--- src/logic/sa_pkg.sv ---
// Purpose: Shared constants and types of the step attenuator control block.
// Assumes: Bus word of 32 bits, byte addresses, registers one aligned word each.
// Notes: Attenuation word order is 8, 4, 2, 1 and 0.5 dB from high bit to low bit.
package sa_pkg;
    localparam int SHIFT_W = 6;
    localparam int ATTEN_W = 5;
    localparam int WB_AW = 4;
    localparam int WB_DW = 32;
    localparam logic [3:0] ADDR_CTRL = 4'h0;
    localparam logic [3:0] ADDR_STATUS = 4'h4;
    localparam logic [3:0] ADDR_FLAGS = 4'h8;
    localparam int CTRL_REARM_BIT = 0;
    localparam int FLAG_START_ERR_BIT = 0;
    localparam int FLAG_WORD_BIT = 1;
    localparam int STAT_ATTEN_LSB = 0;
    localparam int STAT_SHIFT_LSB = 8;
    localparam int STAT_LIVE_BIT = 16;
    localparam int STAT_MODE_BIT = 17;
    localparam int STAT_LE_BIT = 18;
    localparam logic [5:0] SHIFT_RESET = 6'h00;
    localparam logic [1:0] SETTLE_CYCLES = 2'h3;
    localparam logic [31:0] WB_ZERO = 32'h0000_0000;

    typedef enum logic [1:0] {
        ST_SETTLE = 2'b00,
        ST_PRESET = 2'b01,
        ST_RUN = 2'b11
    } sa_state_type;

    typedef struct packed {
        logic atten_bit_8db;
        logic atten_bit_4db;
        logic atten_bit_2db;
        logic atten_bit_1db;
        logic atten_bit_half_db;
    } sa_atten_type;

    localparam sa_atten_type ATTEN_REF = 5'h00;
    localparam sa_atten_type ATTEN_8DB = 5'h10;

    typedef struct packed {
        logic serial_data;
        logic serial_clock;
        logic latch_load_enable;
        logic interface_select;
        logic powerup_preset_select;
        sa_atten_type atten_ctrl;
    } sa_pins_type;

    localparam int PINS_W = $bits(sa_pins_type);

    typedef struct packed {
        logic cyc;
        logic stb;
        logic we;
        logic [3:0] sel;
        logic [WB_AW-1:0] adr;
        logic [WB_DW-1:0] dat;
    } sa_wb_req_type;
endpackage : sa_pkg

--- src/logic/sa_top.sv ---
// Purpose: Serial and parallel control of a 5-bit step attenuator behind a Wishbone slave.
// Assumes: clk_sys at 20 MHz oversamples the serial clock; pins pass two flip-flops first.
// Notes: Reset stands in for power-up; the preset is taken once the pin samples settle.
// Overview of operation
// - Shift register clocks regardless of latch enable.
// - Latch enable high makes latch transparent.
// - Latch enable low holds attenuation fixed; a re-arm write to the control register still reloads the power-up value.
// - Word is MSB first, start bit leads.
// - Serial data sampled on serial clock rise.
// - Serial power-up takes the parallel inputs.
// - Parallel power-up, enable low: preset pin picks.
// - Parallel power-up, enable high: inputs, preset ignored.
// - Power-up value holds until first word.
// - Interface select low parallel, high serial.
// - Direct mode follows parallel inputs immediately.
// - Bits binary weighted, 0.5 to 8 dB.
//
// Local design decisions: the register offsets and register access over Wishbone.
`timescale 1ns/1ps
module sa_top
    import sa_pkg::*;
(
    input wire logic clk_sys,
    input wire logic rst_n,
    input sa_pkg::sa_pins_type pins,
    input sa_pkg::sa_wb_req_type wb_req,
    output logic [sa_pkg::WB_DW-1:0] wb_dat_o,
    output logic wb_ack_o,
    output sa_pkg::sa_atten_type atten
);
    import sa_pkg::*;

    function automatic sa_atten_type word_of_pins(input sa_pins_type p);
        return p.atten_ctrl;
    endfunction : word_of_pins

    sa_pins_type pins_s;
    sa_state_type state_reg, state_next;
    logic [1:0] settle_reg, settle_next;
    logic [SHIFT_W-1:0] shift_reg, shift_next;
    sa_atten_type atten_reg, atten_next;
    logic live_reg, live_next;
    logic sclk_prev_reg, sclk_prev_next;
    logic le_prev_reg, le_prev_next;
    logic start_err_reg, start_err_next;
    logic word_seen_reg, word_seen_next;
    logic ack_reg, ack_next;
    logic [WB_DW-1:0] dat_reg, dat_next;
    logic rearm_reg, rearm_next;
    logic sclk_rise;
    logic le_rise;
    logic serial_mode;
    logic wr_fire;
    logic [1:0] flag_clr;

    sa_sync #(.W(PINS_W)) u_sync (
        .clk_sys(clk_sys),
        .rst_n(rst_n),
        .d(pins),
        .q(pins_s)
    );

    assign sclk_rise = pins_s.serial_clock & ~sclk_prev_reg;
    assign le_rise = pins_s.latch_load_enable & ~le_prev_reg;
    assign serial_mode = pins_s.interface_select;

    always_comb begin
        state_next = state_reg;
        settle_next = settle_reg;
        shift_next = shift_reg;
        atten_next = atten_reg;
        live_next = live_reg;
        start_err_next = start_err_reg & ~flag_clr[FLAG_START_ERR_BIT];
        word_seen_next = word_seen_reg & ~flag_clr[FLAG_WORD_BIT];
        sclk_prev_next = pins_s.serial_clock;
        le_prev_next = pins_s.latch_load_enable;
        case (state_reg)
            ST_SETTLE: begin
                if (settle_reg == SETTLE_CYCLES - 2'h1) begin
                    state_next = ST_PRESET;
                end else begin
                    settle_next = settle_reg + 2'h1;
                end
            end
            ST_PRESET: begin
                state_next = ST_RUN;
                if (serial_mode) begin
                    atten_next = word_of_pins(pins_s);
                    live_next = 1'b0;
                end else if (pins_s.latch_load_enable) begin
                    atten_next = word_of_pins(pins_s);
                    live_next = 1'b1;
                end else begin
                    atten_next = pins_s.powerup_preset_select ? ATTEN_8DB : ATTEN_REF;
                    live_next = 1'b0;
                end
            end
            ST_RUN: begin
                if (sclk_rise) begin
                    shift_next = {shift_reg[SHIFT_W-2:0], pins_s.serial_data};
                end
                if (le_rise) begin
                    live_next = 1'b1;
                    word_seen_next = 1'b1;
                    if (serial_mode && shift_reg[SHIFT_W-1]) begin
                        start_err_next = 1'b1;
                    end
                end
                // The preset stays until the first enable pulse arrives.
                if ((live_reg || le_rise) && pins_s.latch_load_enable) begin
                    if (serial_mode) begin
                        atten_next = sa_atten_type'(shift_reg[ATTEN_W-1:0]);
                    end else begin
                        atten_next = word_of_pins(pins_s);
                    end
                end
                if (rearm_reg) begin
                    state_next = ST_PRESET;
                end
            end
            default: begin
                state_next = ST_SETTLE;
            end
        endcase
    end

    always_ff @(posedge clk_sys or negedge rst_n) begin
        if (!rst_n) begin
            state_reg <= ST_SETTLE;
            settle_reg <= 2'h0;
            shift_reg <= SHIFT_RESET;
            atten_reg <= ATTEN_REF;
            live_reg <= 1'b0;
            sclk_prev_reg <= 1'b0;
            le_prev_reg <= 1'b0;
            start_err_reg <= 1'b0;
            word_seen_reg <= 1'b0;
        end else begin
            state_reg <= state_next;
            settle_reg <= settle_next;
            shift_reg <= shift_next;
            atten_reg <= atten_next;
            live_reg <= live_next;
            sclk_prev_reg <= sclk_prev_next;
            le_prev_reg <= le_prev_next;
            start_err_reg <= start_err_next;
            word_seen_reg <= word_seen_next;
        end
    end

    // Writes land on the edge where the master sees ack, never earlier.
    assign wr_fire = wb_req.cyc & wb_req.stb & wb_req.we & ack_reg & wb_req.sel[0];
    assign flag_clr = (wr_fire && wb_req.adr == ADDR_FLAGS) ? wb_req.dat[1:0] : 2'b00;

    always_comb begin
        ack_next = wb_req.cyc & wb_req.stb & ~ack_reg;
        dat_next = WB_ZERO;
        rearm_next = 1'b0;
        if (wr_fire && wb_req.adr == ADDR_CTRL) begin
            rearm_next = wb_req.dat[CTRL_REARM_BIT];
        end
        if (ack_next && !wb_req.we) begin
            if (wb_req.adr == ADDR_STATUS) begin
                dat_next[STAT_ATTEN_LSB +: ATTEN_W] = atten_reg;
                dat_next[STAT_SHIFT_LSB +: SHIFT_W] = shift_reg;
                dat_next[STAT_LIVE_BIT] = live_reg;
                dat_next[STAT_MODE_BIT] = serial_mode;
                dat_next[STAT_LE_BIT] = pins_s.latch_load_enable;
            end else if (wb_req.adr == ADDR_FLAGS) begin
                dat_next[FLAG_START_ERR_BIT] = start_err_reg;
                dat_next[FLAG_WORD_BIT] = word_seen_reg;
            end
        end
    end

    always_ff @(posedge clk_sys or negedge rst_n) begin
        if (!rst_n) begin
            ack_reg <= 1'b0;
            dat_reg <= WB_ZERO;
            rearm_reg <= 1'b0;
        end else begin
            ack_reg <= ack_next;
            dat_reg <= dat_next;
            rearm_reg <= rearm_next;
        end
    end

    assign wb_ack_o = ack_reg;
    assign wb_dat_o = dat_reg;
    assign atten = atten_reg;
endmodule : sa_top

--- src/logic/sa_sync.sv ---
// Purpose: Two flip-flop synchroniser for pins from outside the clock domain.
// Assumes: Each bit is an independent level; no word coherence is promised.
// Notes: The first stage feeds only the second stage.
`timescale 1ns/1ps
module sa_sync #(
    parameter int W = 1
) (
    input wire logic clk_sys,
    input wire logic rst_n,
    input wire logic [W-1:0] d,
    output logic [W-1:0] q
);
    logic [W-1:0] meta_reg;
    logic [W-1:0] q_reg;

    always_ff @(posedge clk_sys or negedge rst_n) begin
        if (!rst_n) begin
            meta_reg <= '0;
            q_reg <= '0;
        end else begin
            meta_reg <= d;
            q_reg <= meta_reg;
        end
    end

    assign q = q_reg;
endmodule : sa_sync

--- config.mk ---
export PLATFORM = sky130hd
export DESIGN_NAME = sa_top
export DESIGN_NICKNAME = d
export VERILOG_FILES = /design/src/logic/sa_pkg.sv /design/src/logic/sa_top.sv /design/src/logic/sa_sync.sv
export SDC_FILE = /design/constraint.sdc
export NUM_CORES = 1
export LEC_CHECK = 0
export BUFFER_PORTS_ARGS = -buffer_cell sky130_fd_sc_hd__buf_2
export CAP_MARGIN = 5
export CORE_MARGIN = 8
export CORE_UTILIZATION = 42
export DETAILED_ROUTE_END_ITERATION = 10
export GPL_TIMING_DRIVEN = 0
export PLACE_DENSITY = 0.75
export SETUP_SLACK_MARGIN = 0.1
export SYNTH_ARGS = -nofsm -noshare
export SYNTH_HDL_FRONTEND = slang
export SYNTH_SLANG_ARGS = --single-unit
export TNS_END_PERCENT = 30
--- constraint.sdc ---
create_clock -name clk_sys -period 1.4 [get_ports clk_sys]
set_input_delay 0.14 -clock clk_sys [delete_from_list [all_inputs] [get_ports clk_sys]]
set_output_delay 0.14 -clock clk_sys [all_outputs]
set_load 0.01 [all_outputs]
# After elaboration in Yosys (flattened, before gate mapping)
# Index checks and enable logic that the tools add are counted.
[op_classes]
n_addsub = 1
eq_ne = 9
muxes = 28
n_bitwise = 15
n_reduce_logical = 15
[ops]
columns = ["operator", "n"]
rows = [
  ["5-bit two-way mux", 6],
  ["6-bit two-way mux", 2],
  ["2-bit two-way mux", 5],
  ["5-bit one-hot mux with 2 select lines", 1],
  ["2-bit AND reduction", 5],
  ["1-bit bitwise AND", 9],
  ["1-bit two-way mux", 9],
  ["3-bit two-way mux", 3],
  ["2-bit inequality test (second input constant)", 4],
  ["1-bit NOT", 6],
  ["2-bit one-hot mux with 3 select lines", 1],
  ["1-bit logical AND", 5],
  ["2-bit == test (second input constant)", 2],
  ["4-bit by 3-bit == test with 1-bit output (second input constant)", 1],
  ["4-bit == test (second input constant)", 1],
  ["4-bit logical NOT", 1],
  ["2-bit by 1-bit adder with 2-bit output (second input constant)", 1],
  ["2-bit by 1-bit == test with 1-bit output (second input constant)", 1],
  ["2-bit logical NOT", 1],
  ["1-bit one-hot mux with 2 select lines", 1],
  ["2-bit nonzero test", 1],
  ["1-bit logical NOT", 1],
  ["1-bit logical OR", 1],
]
[word_totals]
ff_bits = 56
inputBits = 55
output_inout_bits = 38
wordCells = 86

# Logic depth before layout (Yosys ltp)
[depth]
depth_word = 11
ltp_mapped = 5
ltp_nobuf = 5

# Hierarchy
# Synthesis repeated with hierarchy kept, for this count alone.
[unflattened]
hier_cells = 159
area_unflattened_um2 = 2159.6
[by_module_without_submodules]
columns = ["module", "instances", "cells_each", "area_per_inst_um2", "seq_area_each_um2"]
rows = [
  ["sa_top", 1, 139, 1659.1, 900.9],
  ["sa_sync", 1, 20, 500.5, 500.5],
]

# Least setup slack after synthesis
# No wires, ideal clock.
[synth_timing]
path_type = "reg2reg"
start = "register state_reg[1]"
end = "register shift_reg[0]"
setup_ns = 0.125
arrival_ns = 1.343
t_required_ns = 1.275
setup_slack_ns = -0.068
stages_incl_launch_ff = 6
n_path_buf = 2
period_less_slack_ns = 1.468
cell_sequence = "dfrtp_1 -> buf_6 -> and2_2 -> buf_4 -> nand3b_1 -> mux2_2"
[synth_via]
elab_chain_len = 2
[synth_lines]
columns = ["item", "line_no", "text"]
rows = [
  ["from (decl)", "sa_top.sv:38", "sa_state_type state_reg, state_next;"],
  ["from (signal assigned)", "sa_top.sv:139", "state_reg <= state_next;"],
  ["2-bit == test", "sa_top.sv:77", "case (state_reg)"],
  ["2-bit AND reduction (no line)", "n/a", ""],
  ["to (signal assigned)", "sa_top.sv:141", "shift_reg <= shift_next;"],
  ["to (decl)", "sa_top.sv:40", "logic [SHIFT_W-1:0] shift_reg, shift_next;"],
]
# Every way passes these cells.
# A chain may end at the register's enable or synchronous reset.

# Final worst setup path
[layout_timing]
start = "register state_reg[1]"
end = "register atten_reg (netlist bit atten[4])"
[layout_via]
elab_chain_len = 3
elab_cells_between_ends = 6
cone_classes = "eq/ne: 3; mux: 1; reduce/logical: 2"
[layout_lines]
columns = ["item", "line_no", "text"]
rows = [
  ["2-bit == test / 2-bit by 1-bit == test with 1-bit output (equally long branches)", "sa_top.sv:77", ""],
  ["2-bit inequality test (no line) / 2-bit nonzero test (equally long branches)", "n/a", ""],
  ["2-bit AND reduction (no line)", "n/a", ""],
  ["to (signal assigned)", "sa_top.sv:142", "atten_reg <= atten_next;"],
  ["to (decl)", "sa_top.sv:41", "sa_atten_type atten_reg, atten_next;"],
]
# Several ways; a longest one is shown, not always the timed one.

==> flow_summary.ini <==
[setup_path]
critPathMaxFanout = 5
cp.depth = 5
required_ns = 1.61
path_buf_inv = 2
rrSetupSlack_ns = -0.05
crit_slowest_cell = dfrtp_1
start_kind = register
worstSetupStartpoint = state_reg[1]
max_stage_delay_ns = 0.38
r2r-end = atten[4]
r2r_start = state_reg[1]
worst-r2r-cell-count = 5
endpoint_kind = register
crit_type = reg -> reg
crit_top_cell = buf_6
path_cells = buf_6 > and3b_1 > buf_6 > or3_4 > o31ai_2
crit_family = simple AND/OR/NAND/NOR gates
critPathCapture = atten[4]
arrival_ns = 1.66

[detailed_routing]
via_count = 1440
drt-wirelength-per-cell_um = 12.8
drc = 0
drt_iter0_markers = 63
dr.pass1.iters = 4
viasPerCell = 4.59
drt_wl_total_mm = 4.02
ant_nets = 0

[die]
io_pins = 93
die_h_um = 87.7
dieArea_um2 = 7690
core_area_um2 = 5040
start_util = 0.428
rows = 26
die_x_um = 87.7

[clocking]
cts_buffer_depth = 2
clk_pin_slew_ns = 0.09
cts_max_level = 2
numCtsBuffers = 5
clock_sinks = 56
clock_latency_ns = 0.30
cts_root_buf = clkbuf_8
cts_tree = built

[timing]
setup_viol = 5
fin_crit_sh = 1.04
fin_crit_ns = 1.45
fin_ws_ns = -0.0521
holdWs_ns = 0.0485
hold_viol_final = 0
worst_slew_margin_rel = 0.223
fmax_mhz = 689
rsz0062_at_grt = yes
setup_tns_ns = -0.206
slew_viol_final = 0
tightest_slew_ns = 1.17
clock_skew_ns = 0.00845

[cells_and_area]
areaGrowthSynthToFinish_pct = 33.5
diodes = 0
nets = 299
drive_above_1_share = 0.422
largest_register_ffs = 14
fin_util = 0.571

[placement]
place.detailed.hpwl_mm = 2.79
place_ws_ns = -0.149
gp_congestion = 0.806
io_buffers = 41

[synth]
yosysSeqAreaShare = 0.650
ys_ff_latch = 56
yosysUniqueCellTypes = 36
synth.avg_cell_area_um2 = 13.6
synthCells = 159
post-synth-top-area-cell = dfrtp_1
ys_top_cells_by_area = dfrtp_1 (65%), buf_4 (7.0%), and2_1 (3.8%), o31ai_1 (3.5%), mux2_2 (2.6%)
synth_top_area_share = 0.650
synthArstFlopShare = 1.00
synth_area_um2 = 2160
synth_warnings = 0
synth_ff_type = dfrtp_1
synth_edf_count = 0

[worst_hold_path]
hold_path_class = in -> reg

[status]
violations = negative setup slack
outcome = complete, but fails checks

[power]
finalPower_uw = 3300
power_density_nw_per_um2 = 1150
p_leak_uw = 0.00146
ir_drop_mv = 0.667

[global_route]
grt_pass1_wl_mm = 6.41
track_usage = 0.107
grt-ovfl-total = 0
antenna_found_initial = 0
first_global_vias = 1473
grt_max_degree = 57

[run]
cap_violations = 0
[worst register-to-register path, stage by stage, from the launching register on]
cell and delay, ns:
dfrtp_1 0.38, buf_6 0.12, and3b_1 0.17, buf_6 0.12
or3_4 0.37, o31ai_2 0.19
[power breakdown]
group / internal [µW] / switching [µW]
Sequential: 1750 / 126
Clock: 531 / 462
Combinational: 251 / 177
[metrics by stage]
step | std cells | area, µm²
2_1_floorplan | 176 | 2230
3_5_place_dp | 287 | 2530
4_1_cts | 313 | 2850
3_3_place_gp | 287 | 2530
5_1_grt | 314 | 2880
6_report | 314 | 2880
[cells by family after synthesis]
family | after synthesis | synth area share
AO/OA/AOI/OAI | 29 | 0.0911
XOR/XNOR | 1 | 0.00406
other | 1 | 0.00174
AND/OR/NAND/NOR | 37 | 0.120
buffers and inverters | 26 | 0.0876
adder cells (fa/ha/maj) | 1 | 0.00580
flip-flops | 56 | 0.650
multiplexers | 8 | 0.0406
[cell type report]
type	instances	area, µm²
buffer	22	173
clock buffer	6	72.6
clock inverter	2	35.0
fill	431	2160
inverter	3	11.3
multi-input combinational	94	703
sequential	56	1400
tap	70	87.6
timing repair buffer	61	395
[cells in the mapped netlist, types with 3 or more instances]
cell type / count
a21oi_1: 5
and2_1: 13
buf_4: 20
dfrtp_1: 56
inv_1: 3
mux2_2: 5
nand2_1: 3
nor4_1: 3
o21ai_0: 3
o22ai_1: 4
o31ai_1: 10
[cells in the final DEF, fill, tap and decap left out, types with 3 or more instances in the layout]
| cell | instances |
|---|---|
| dfrtp_1 | 55 |
| buf_2 | 41 |
| buf_4 | 26 |
| conb_1 | 18 |
| and2_1 | 13 |
| dlygate4sd3_1 | 10 |
| o31ai_2 | 7 |
| buf_6 | 6 |
| mux2_4 | 6 |
| a21oi_1 | 5 |
| clkbuf_8 | 5 |
| o22ai_1 | 4 |
| nor4_1 | 3 |
| inv_1 | 3 |
| o31ai_1 | 3 |
[what timing repair did]
item,CTS,global route
pin swaps,8,4
hold buffers,10,0
gates resized for setup,13,8
hold endpoints to repair,10,0
setup endpoints to repair,14,15
buffers inserted,9,1
[layer usage]
layer | vias to the layer above | wire length (µm) | track usage
met1 | 679 | 1670 | 0.118
met4 | 0 | 88 | 0.0578
met5 | - | 0 | 0
met3 | 10 | 324 | 0.0291
li1 | 690 | - | -
met2 | 61 | 1940 | 0.184
[worst min path at each step]
| stage | startpoint | end | cells past startpoint |
|---|---|---|---|
| after detailed placement | pins[7] | u_sync.meta_reg[7] | 1 |
| after CTS | wb_req[40] | wb_dat_o[1] | 2 |
| after floorplan | rst_n | atten[0] | 0 |
| after global placement | pins[2] | u_sync.meta_reg[2] | 1 |
| after global routing | wb_req[40] | wb_dat_o[1] | 2 |
| final | wb_req[40] | wb_dat_o[1] | 2 |
(Power assumes the default switching activity.)
